===== config.mk =====
export PLATFORM = sky130hd
export DESIGN_NAME = ess_sequencer
export DESIGN_NICKNAME = d
export VERILOG_FILES = /design/src/logic/ess_pkg.sv /design/src/logic/ess_sequencer.sv /design/src/logic/ess_sync.sv
export VERILOG_INCLUDE_DIRS = /design/src /design/src/logic
export SDC_FILE = /design/constraint.sdc
export NUM_CORES = 1
export LEC_CHECK = 0
export BUFFER_PORTS_ARGS = -buffer_cell sky130_fd_sc_hd__buf_2
export CORE_MARGIN = 10
export CORE_UTILIZATION = 57
export DETAILED_ROUTE_END_ITERATION = 12
export PLACE_DENSITY = 0.83
export SYNTH_ARGS = -nofsm -noshare
export SYNTH_HDL_FRONTEND = slang
export SYNTH_HIERARCHICAL = 1
export SYNTH_SLANG_ARGS = --single-unit

===== constraint.sdc =====
create_clock -name clk_i -period 3.4 [get_ports clk_i]
set_input_delay 0.68 -clock clk_i [delete_from_list [all_inputs] [get_ports clk_i]]
set_output_delay 0.68 -clock clk_i [all_outputs]
set_load 0.01 [all_outputs]

===== src/logic/ess_defines.svh =====
// constants for the enable and soft-start sequencer
// Summary of operation
// in shutdown the pulse-width outputs float so both switches stay off
// stay in shutdown until the logic bias supervisor reports its threshold
// stay in shutdown until the enable comparator reports its input high
// stay in shutdown until the driver bias supervisor reports threshold
// no-load voltage codes force shutdown; any other code allows soft-start
// after a no-load code wait two phase cycles, then shut down
// a latched overvoltage shutdown is not cleared by no-load codes
// the system should not use no-load codes as its on/off switch
// start soft-start at once when all release conditions hold
// wait sixteen phase cycles before the reference ramp begins
// raise the ramp reference one step every sixteen phase cycles
// while feedback is above the ramp keep both switches off
// once the ramp passes feedback enable the output drives
// if feedback stays above the whole ramp enable drives at ramp end
// after soft-start assert power good while output is in its window
// power good is pulled low in shutdown, released after soft-start
// a lost condition returns to shutdown; restart runs the full sequence
// the ramp step counter stops at the code-selected target; here the target comes from the TARGET register
`ifndef ESS_DEFINES_SVH
`define ESS_DEFINES_SVH

// register byte offsets
`define ESS_ADR_CTRL 8'h00
`define ESS_ADR_TARGET 8'h04
`define ESS_ADR_STATUS 8'h08
`define ESS_ADR_RAMP 8'h0C
`define ESS_ADR_IRQ_STAT 8'h10
`define ESS_ADR_IRQ_MASK 8'h14

// reset values
`define ESS_CTRL_RST 2'h0
`define ESS_TARGET_RST 8'h58
`define ESS_MASK_RST 4'h0

// interrupt bit positions
`define ESS_EV_SHUT 0
`define ESS_EV_START 1
`define ESS_EV_POWER_GOOD_OUTPUT 2
`define ESS_EV_NOLOAD 3
`define ESS_EV_W 4

// timing in phase-clock cycles
`define ESS_DELAY_LAST 5'h0F
`define ESS_STEP_LAST 5'h0F
`define ESS_NOLOAD_CYC 2'h2

// no-load codes
`define ESS_NL6_A 6'h3F
`define ESS_NL6_B 6'h3E
`define ESS_NL5 5'h1F

// synchroniser width: phase, logic, driver, enable, fb, window, ov, code[5:0]
`define ESS_SYNC_W 13

`endif


===== src/logic/ess_pkg.sv =====
// types for the enable and soft-start sequencer
package ess_pkg;
    typedef enum logic [1:0] {
        ESS_SHUT = 2'b00,
        ESS_DELAY = 2'b01,
        ESS_RAMP = 2'b10,
        ESS_REG = 2'b11
    } ess_state_t;

    typedef enum logic [1:0] {
        ESS_MODE_SIX = 2'b00,
        ESS_MODE_FIVE_A = 2'b01,
        ESS_MODE_FIVE_B = 2'b10
    } ess_mode_t;
endpackage : ess_pkg


===== src/logic/ess_sequencer.sv =====
// enable, no-load and soft-start sequencer with wishbone registers
//
// Our own choices: the register addresses and the Wishbone slave port.
`timescale 1ns/10ps
`include "ess_defines.svh"
module ess_sequencer
    import ess_pkg::*;
(
    input wire logic clk_i, // 10 MHz system clock
    input wire logic rst_i, // synchronous reset, high
    input wire logic phase_clk_i, // phase clock pin
    input wire logic logic_bias_ok_i, // logic bias supervisor, high = ok
    input wire logic driver_bias_supply_ok_i, // driver bias supervisor
    input wire logic threshold_enable_input_i, // enable comparator result
    input wire logic feedback_node_above_i, // feedback above ramp reference
    input wire logic vout_in_window_i, // output inside its window
    input wire logic ov_latched_i, // latched overvoltage shutdown
    input wire logic [5:0] processor_voltage_code_i, // voltage code pins
    output logic pwm_oe_o, // pulse-width outputs driven, else floating
    output logic drive_enable_o, // switches allowed to conduct
    output logic ov_level_shutdown_o, // overvoltage trip at shutdown level
    output logic [7:0] ramp_ref_o, // ramp reference in steps
    output logic power_good_output_o, // open-drain data, always low
    output logic power_good_output_oe_o, // high while pulling low
    output logic irq_o, // level interrupt
    input wire logic wb_cyc_i, // wishbone cycle
    input wire logic wb_stb_i, // wishbone strobe
    input wire logic wb_we_i, // wishbone write
    input wire logic [7:0] wb_adr_i, // wishbone byte address
    input wire logic [3:0] wb_sel_i, // wishbone byte selects
    input wire logic [31:0] wb_dat_i, // wishbone write data
    output logic [31:0] wb_dat_o, // wishbone read data
    output logic wb_ack_o // wishbone acknowledge
);

    ////////////////////////////////////////////////////////////////////////
    // pin synchronisation
    logic [`ESS_SYNC_W-1:0] pins_s;
    logic ph_s;
    logic logic_s;
    logic drv_s;
    logic en_s;
    logic fb_s;
    logic win_s;
    logic ov_s;
    logic [5:0] code_s;

    ess_sync u_sync (
        .clk_i(clk_i),
        .rst_i(rst_i),
        .async_i({processor_voltage_code_i, ov_latched_i, vout_in_window_i,
                  feedback_node_above_i, threshold_enable_input_i,
                  driver_bias_supply_ok_i, logic_bias_ok_i, phase_clk_i}),
        .sync_o(pins_s)
    );

    assign ph_s = pins_s[0];
    assign logic_s = pins_s[1];
    assign drv_s = pins_s[2];
    assign en_s = pins_s[3];
    assign fb_s = pins_s[4];
    assign win_s = pins_s[5];
    assign ov_s = pins_s[6];
    assign code_s = pins_s[12:7];

    ////////////////////////////////////////////////////////////////////////
    // registers shared by both groups
    ess_state_t state_reg, state_next;
    logic [4:0] cnt_reg, cnt_next;
    logic [7:0] ramp_reg, ramp_next;
    logic drv_reg, drv_next;
    logic [1:0] nl_cnt_reg, nl_cnt_next;
    logic ph_prev_reg;
    logic nl_prev_reg;
    logic pg_reg, pg_next;
    logic [1:0] mode_reg, mode_next;
    logic [7:0] target_reg, target_next;
    logic [`ESS_EV_W-1:0] stat_reg, stat_next;
    logic [`ESS_EV_W-1:0] mask_reg, mask_next;
    logic ack_reg, ack_next;
    logic [31:0] rdat_reg, rdat_next;

    logic phase_edge;
    logic noload;
    logic fast_fail;
    logic cond_ok;
    logic nl_expired;
    logic leave;
    logic [`ESS_EV_W-1:0] ev;

    ////////////////////////////////////////////////////////////////////////
    // release conditions
    always_comb begin
        phase_edge = ph_s & ~ph_prev_reg;
        if (ess_mode_t'(mode_reg) == ESS_MODE_SIX) begin
            noload = (code_s == `ESS_NL6_A) || (code_s == `ESS_NL6_B);
        end else begin
            noload = (code_s[4:0] == `ESS_NL5);
        end
        // bias and enable losses act at once, only no-load codes wait
        fast_fail = ~logic_s | ~drv_s | ~en_s | ov_s;
        cond_ok = ~fast_fail & ~noload;
        nl_expired = (nl_cnt_reg == `ESS_NOLOAD_CYC);
        leave = fast_fail | nl_expired;
    end

    ////////////////////////////////////////////////////////////////////////
    // sequencer state machine
    always_comb begin
        state_next = state_reg;
        cnt_next = cnt_reg;
        ramp_next = ramp_reg;
        drv_next = drv_reg;
        nl_cnt_next = nl_cnt_reg;
        if (!noload) begin
            nl_cnt_next = 2'h0;
        end else if (phase_edge && !nl_expired) begin
            nl_cnt_next = nl_cnt_reg + 2'h1;
        end
        case (state_reg)
            ESS_SHUT: begin
                cnt_next = 5'h00;
                ramp_next = 8'h00;
                drv_next = 1'b0;
                if (cond_ok) begin
                    state_next = ESS_DELAY;
                end
            end
            ESS_DELAY: begin
                if (phase_edge) begin
                    if (cnt_reg == `ESS_DELAY_LAST) begin
                        cnt_next = 5'h00;
                        state_next = ESS_RAMP;
                    end else begin
                        cnt_next = cnt_reg + 5'h01;
                    end
                end
            end
            ESS_RAMP: begin
                if (!fb_s) begin
                    drv_next = 1'b1;
                end
                if (ramp_reg >= target_reg) begin
                    drv_next = 1'b1;
                    state_next = ESS_REG;
                end else if (phase_edge) begin
                    if (cnt_reg == `ESS_STEP_LAST) begin
                        cnt_next = 5'h00;
                        ramp_next = ramp_reg + 8'h01;
                    end else begin
                        cnt_next = cnt_reg + 5'h01;
                    end
                end
            end
            ESS_REG: begin
                drv_next = 1'b1;
            end
            default: begin
                state_next = ESS_SHUT;
            end
        endcase
        if (state_reg != ESS_SHUT && leave) begin
            // full restart later, delay included
            state_next = ESS_SHUT;
            cnt_next = 5'h00;
            ramp_next = 8'h00;
            drv_next = 1'b0;
        end
        pg_next = (state_next == ESS_REG) && win_s;
    end

    always_ff @(posedge clk_i) begin
        if (rst_i) begin
            state_reg <= ESS_SHUT;
            cnt_reg <= 5'h00;
            ramp_reg <= 8'h00;
            drv_reg <= 1'b0;
            nl_cnt_reg <= 2'h0;
            ph_prev_reg <= 1'b0;
            nl_prev_reg <= 1'b0;
            pg_reg <= 1'b0;
        end else begin
            state_reg <= state_next;
            cnt_reg <= cnt_next;
            ramp_reg <= ramp_next;
            drv_reg <= drv_next;
            nl_cnt_reg <= nl_cnt_next;
            ph_prev_reg <= ph_s;
            nl_prev_reg <= noload;
            pg_reg <= pg_next;
        end
    end

    assign pwm_oe_o = (state_reg != ESS_SHUT);
    assign drive_enable_o = drv_reg;
    assign ov_level_shutdown_o = (state_reg == ESS_SHUT);
    assign ramp_ref_o = ramp_reg;
    assign power_good_output_o = 1'b0;
    assign power_good_output_oe_o = ~pg_reg;

    ////////////////////////////////////////////////////////////////////////
    // wishbone slave and interrupt registers
    always_comb begin
        ev = '0;
        ev[`ESS_EV_SHUT] = (state_reg != ESS_SHUT) && (state_next == ESS_SHUT);
        ev[`ESS_EV_START] = (state_reg == ESS_SHUT) &&
                            (state_next == ESS_DELAY);
        ev[`ESS_EV_POWER_GOOD_OUTPUT] = pg_next & ~pg_reg;
        ev[`ESS_EV_NOLOAD] = noload & ~nl_prev_reg;
        mode_next = mode_reg;
        target_next = target_reg;
        mask_next = mask_reg;
        stat_next = stat_reg;
        rdat_next = 32'h0000_0000;
        ack_next = wb_cyc_i & wb_stb_i & ~ack_reg;
        if (ack_next && wb_we_i && wb_sel_i[0]) begin
            case (wb_adr_i)
                `ESS_ADR_CTRL: mode_next = wb_dat_i[1:0];
                `ESS_ADR_TARGET: target_next = wb_dat_i[7:0];
                `ESS_ADR_IRQ_STAT: begin
                    stat_next = stat_reg & ~wb_dat_i[`ESS_EV_W-1:0];
                end
                `ESS_ADR_IRQ_MASK: mask_next = wb_dat_i[`ESS_EV_W-1:0];
                default: begin
                end
            endcase
        end
        // a new event beats a clear in the same cycle
        stat_next = stat_next | ev;
        if (ack_next && !wb_we_i) begin
            case (wb_adr_i)
                `ESS_ADR_CTRL: rdat_next = {30'h0, mode_reg};
                `ESS_ADR_TARGET: rdat_next = {24'h0, target_reg};
                `ESS_ADR_STATUS: begin
                    rdat_next = {24'h0, pg_reg, noload, drv_reg,
                                 cond_ok, 2'h0, state_reg};
                end
                `ESS_ADR_RAMP: rdat_next = {24'h0, ramp_reg};
                `ESS_ADR_IRQ_STAT: rdat_next = {28'h0, stat_reg};
                `ESS_ADR_IRQ_MASK: rdat_next = {28'h0, mask_reg};
                default: rdat_next = 32'h0000_0000;
            endcase
        end
    end

    always_ff @(posedge clk_i) begin
        if (rst_i) begin
            mode_reg <= `ESS_CTRL_RST;
            target_reg <= `ESS_TARGET_RST;
            stat_reg <= '0;
            mask_reg <= `ESS_MASK_RST;
            ack_reg <= 1'b0;
            rdat_reg <= 32'h0000_0000;
        end else begin
            mode_reg <= mode_next;
            target_reg <= target_next;
            stat_reg <= stat_next;
            mask_reg <= mask_next;
            ack_reg <= ack_next;
            rdat_reg <= rdat_next;
        end
    end

    assign wb_ack_o = ack_reg;
    assign wb_dat_o = rdat_reg;
    assign irq_o = |(stat_reg & mask_reg);

    ////////////////////////////////////////////////////////////////////////
    // checks
    shut_floats_a: assert property (@(posedge clk_i) disable iff (rst_i)
        state_reg == ESS_SHUT |-> !pwm_oe_o && !drive_enable_o)
        else $error("outputs driven in shutdown");
    logic_loss_a: assert property (@(posedge clk_i) disable iff (rst_i)
        state_reg != ESS_SHUT && !logic_s |=> state_reg == ESS_SHUT)
        else $error("logic bias loss did not shut down");
    enable_loss_a: assert property (@(posedge clk_i) disable iff (rst_i)
        state_reg == ESS_SHUT && !en_s |=> state_reg == ESS_SHUT)
        else $error("left shutdown with enable low");
    drv_loss_a: assert property (@(posedge clk_i) disable iff (rst_i)
        state_reg != ESS_SHUT && !drv_s |=> state_reg == ESS_SHUT)
        else $error("driver bias loss did not shut down");
    noload_hold_a: assert property (@(posedge clk_i) disable iff (rst_i)
        state_reg == ESS_SHUT && noload |=> state_reg == ESS_SHUT)
        else $error("left shutdown on no-load code");
    noload_delay_a: assert property (@(posedge clk_i) disable iff (rst_i)
        state_reg != ESS_SHUT && !fast_fail && noload &&
        nl_cnt_reg < `ESS_NOLOAD_CYC |=> pwm_oe_o)
        else $error("no-load shutdown came early");
    noload_end_a: assert property (@(posedge clk_i) disable iff (rst_i)
        state_reg != ESS_SHUT && nl_cnt_reg == `ESS_NOLOAD_CYC
        |=> ov_level_shutdown_o && !pwm_oe_o)
        else $error("no-load shutdown missing");
    ov_hold_a: assert property (@(posedge clk_i) disable iff (rst_i)
        state_reg == ESS_SHUT && ov_s |=> state_reg == ESS_SHUT)
        else $error("overvoltage shutdown released");
    start_now_a: assert property (@(posedge clk_i) disable iff (rst_i)
        state_reg == ESS_SHUT && cond_ok |=> state_reg == ESS_DELAY)
        else $error("soft-start did not start at once");
    delay_flat_a: assert property (@(posedge clk_i) disable iff (rst_i)
        state_reg == ESS_DELAY |-> ramp_reg == 8'h00 && !drive_enable_o)
        else $error("ramp moved during delay");
    step_rate_a: assert property (@(posedge clk_i) disable iff (rst_i)
        ramp_reg != $past(ramp_reg) && state_reg != ESS_SHUT
        |-> $past(phase_edge) && $past(cnt_reg) == `ESS_STEP_LAST &&
            ramp_reg == $past(ramp_reg) + 8'h01)
        else $error("ramp stepped off schedule");
    fb_above_a: assert property (@(posedge clk_i) disable iff (rst_i)
        state_reg == ESS_RAMP && fb_s && !drive_enable_o &&
        ramp_reg < target_reg |=> !drive_enable_o)
        else $error("drives on while feedback above ramp");
    ramp_pass_a: assert property (@(posedge clk_i) disable iff (rst_i)
        state_reg == ESS_RAMP && !fb_s && !leave |=> drive_enable_o)
        else $error("drives not enabled after ramp passed feedback");
    ramp_end_a: assert property (@(posedge clk_i) disable iff (rst_i)
        state_reg == ESS_REG |-> drive_enable_o)
        else $error("drives off after soft-start");
    power_good_output_src_a: assert property (@(posedge clk_i) disable iff (rst_i)
        state_reg == ESS_REG && win_s && !leave |=> !power_good_output_oe_o)
        else $error("power good not released");
    power_good_output_low_a: assert property (@(posedge clk_i) disable iff (rst_i)
        state_reg != ESS_REG |-> power_good_output_oe_o)
        else $error("power good released before soft-start end");
    restart_seq_a: assert property (@(posedge clk_i) disable iff (rst_i)
        state_reg == ESS_SHUT |=> state_reg inside {ESS_SHUT, ESS_DELAY})
        else $error("restart skipped the delay");
    ramp_cap_a: assert property (@(posedge clk_i) disable iff (rst_i)
        ramp_reg != $past(ramp_reg) && state_reg != ESS_SHUT
        |-> $past(ramp_reg) < $past(target_reg))
        else $error("ramp stepped past target");

endmodule : ess_sequencer


===== src/logic/ess_sync.sv =====
// three-stage pin synchroniser with agreement filter, one lane per bit
`timescale 1ns/10ps
`include "ess_defines.svh"
module ess_sync
    import ess_pkg::*;
(
    input wire logic clk_i, // system clock
    input wire logic rst_i, // synchronous reset
    input wire logic [`ESS_SYNC_W-1:0] async_i, // raw pin levels
    output logic [`ESS_SYNC_W-1:0] sync_o // filtered levels
);
    genvar gi;
    generate
        for (gi = 0; gi < `ESS_SYNC_W; gi++) begin : g_lane
            logic s1_reg;
            logic s2_reg;
            logic s3_reg;
            logic out_reg;
            logic out_next;
            // stage one feeds stage two only
            always_comb begin
                out_next = out_reg;
                if (s2_reg == s3_reg) begin
                    out_next = s3_reg;
                end
            end
            always_ff @(posedge clk_i) begin
                if (rst_i) begin
                    s1_reg <= 1'b0;
                    s2_reg <= 1'b0;
                    s3_reg <= 1'b0;
                    out_reg <= 1'b0;
                end else begin
                    s1_reg <= async_i[gi];
                    s2_reg <= s1_reg;
                    s3_reg <= s2_reg;
                    out_reg <= out_next;
                end
            end
            assign sync_o[gi] = out_reg;
        end
    endgenerate
endmodule : ess_sync


==> run_results.csv <==
group,metric,value,unit
yosys,synthTopCellsByCount,"dfxtp_1 (100), nand2_1 (43), nor2b_1 (43), buf_4 (38), nor2_1 (34)",
yosys,ys_ff_latch,100,
global_routing,antenna_found_initial,0,
yosys,synth-edff-count,0,
die,rows,32,
finish,drive_gt1_frac,0.1626,
timing,relSlewSlack,0.5695,
worst_hold_path,hold_depth,1,
global_routing,grt_overflow,0,
clock_network,clk_latency,0.37,ns
placement,hpwlAfterDp,6753,um
timing,fin_tns_setup,0,ns
timing,fmax,0.3989,GHz
die,fp.coreArea,7727,sq um
timing,rsz0062_at_grt,"no",
clock_network,cts_tree,"yes",
timing,fin_hold_ws,0.4471,ns
die,die_y,109.3,um
route,drc,0,
placement,gp_congestion,0.8418,
setup_path,path_max_fanout,7,
yosys,synth_cell_type_count,61,
placement,portBuffers,56,
yosys,syn_area_per_cell,9.255,sq um
yosys,synth_flop_cell,"dfxtp_1",
finish,antennaDiodeCount,0,
clock_network,cts_resized,0,
finish,fillers,682,
route,dr.pass1.iters,4,
setup_path,slowest_stage,"a2111oi_4",
clock_network,cts_sinks,100,
power,power_density,412.7,nW/um^2
yosys,synthCells,491,
setup_path,crit_required,3.70,ns
run,maxCapViolCount,0,
timing,slew_violations,0,
die,io_pins,109,
timing,worstMarginPinSlew,0.6434,ns
setup_path,worstSetupEndpointType,"register",
route,routed_wl,9035,um
clock_network,hold_buffers,0,
setup_path,max_stage_delay,0.52,ns
setup_path,reg2reg_depth,7,
yosys,async_flop_share,0,
worst_hold_path,min_path_type,"register to register",
global_routing,grt_pass1_vias,3237,
clock_network,cts_root_buffer,"clkbuf_8",
route,ant_nets,0,
clock_network,clock_path_buffers,2,
yosys,synth.top_cell.area_share,0.4405,
yosys,ys_top_cells_by_area,"dfxtp_1 (44%), buf_4 (6.3%), nor2b_1 (5.9%)",
clock_network,cts_max_level,3,
run_status,status,"finished clean",
power,finalPower,2.012,mW
route,routed-via-count,3476,
power,irDropWorstVdd,0.2784,mV
yosys,yosysMostFrequentCell,"dfxtp_1",
setup_path,timing_worst_setup_path_type,"register to register",
finish,area_delta_synth_final,7.269,%
setup_path,worst_ep_arrival_time,2.81,ns
finish,nets,608,
global_routing,grt_pass1_wl,14590,um
timing,fin_crit,2.507,ns
timing,finClkSkew,0.009940,ns
route,viasPerCell,5.457,
setup_path,start_kind,"register",
yosys,synth.largest_area_cell,"dfxtp_1",
route,drt_iter0_drc,229,
clock_network,cts_setup_buffers,0,
clock_network,cts_made_buffers,9,
clock_network,path_clk_slew,0.10,ns
timing,finalSetupViolations,0,
yosys,yosys_warnings,6,
die,start_util,0.5881,
setup_path,path_cells,"inv_1, ha_1, nand2b_4, a2111oi_4, o2111ai_2, a211oi_1, mux2i_1",
timing,finalCritPeriodShare,0.7374,
power,leakage,2.001,nW
yosys,syn_area,4544,sq um
route,wl_per_cell,14.18,um
die,die-area,11940,sq um
die,die_w,109.3,um
global_routing,grt.total_usage,0.1484,
global_routing,grt_max_degree,30,
timing,hold_viol,0,
yosys,synth-seq-area-share,0.4405,
==> critical path: cells and delay by family (launching register included) <==
kind / cells / cell delay (ns)
and+or+nand+nor: 1 / 0.15
buffers and inverters: 1 / 0.11
DFF: 1 / 0.44
AOI/OAI and AO/OA: 3 / 1.22
adders and majority gates: 1 / 0.30
muxes: 1 / 0.22
==> final cells by class <==
type | instances | area, sq um | share of cell area
multi-input cells | 339 | 2166 | 0.4443
flip-flops and latches | 100 | 2002 | 0.4107
repair buffers | 59 | 302.8 | 0.06211
well taps | 102 | 127.6 | 0.02618
clock buffers | 9 | 123.9 | 0.02541
inverters | 21 | 78.83 | 0.01617
clock inverters | 7 | 73.82 | 0.01514
==> kinds of logic after synthesis <==
family	after synthesis	share of synthesized area
buf+inv	76	0.1027
flops	100	0.4405
simple gates	172	0.2026
compound gates	103	0.1589
xor+xnor	1	0.001928
fa+ha+maj	16	0.04405
mux	22	0.04846
other cells	1	0.0008252
==> cells in the final DEF (no fill, tap or decap), types with 7 or more instances in the layout <==
master	netlist	layout
conb_1	1	25
nor2b_1	43	43
buf_2	1	56
a21oi_1	27	27
ha_1	16	16
nand3_1	11	11
mux2i_1	22	22
inv_1	21	21
nand2_1	43	43
a211oi_1	7	7
nor2_1	34	34
clkbuf_8	0	9
o21ai_0	24	24
dfxtp_1	100	100
==> metal layers <==
metal / wire (um) / track usage / vias to the layer above
met5: 0 / 0 / -
met4: 117 / 0.04740 / 0
met3: 638 / 0.04681 / 14
met2: 4492 / 0.2532 / 94
met1: 3786 / 0.1741 / 1639
li1: - / - / 1729
==> through the flow <==
stage | worst slack, ns | std cells | util | area, sq um
final | 0.8928 | 637 | 0.6308 | 4875
after global routing | 0.7485 | 637 | 0.6308 | 4875
after CTS | 0.9108 | 637 | 0.6308 | 4875
after detailed placement | 0.8237 | 621 | 0.6052 | 4677
after global placement | 0.8471 | 621 | 0.6052 | 4677
after floorplan | 1.120 | 515 | - | 4634
==> worst paths after layout <==
check	start	to	slack, ns
max	ramp_ref_o[0]	ramp_ref_o[7]	0.89
min	u_sync/g_lane[2].s1_reg	u_sync/g_lane[2].s2_reg	0.45
max reg2reg	ramp_ref_o[0]	ramp_ref_o[7]	0.89
min reg2reg	u_sync/g_lane[2].s1_reg	u_sync/g_lane[2].s2_reg	0.45
==> report_power, final <==
| part | total, mW | internal [mW] | switching, mW |
|---|---|---|---|
| logic | 0.0878 | 0.0324 | 0.0554 |
| registers | 1.20 | 1.19 | 0.00667 |
| clock network | 0.727 | 0.286 | 0.442 |
| total | 2.01 | 1.51 | 0.504 |
(Power assumes the default switching activity.)
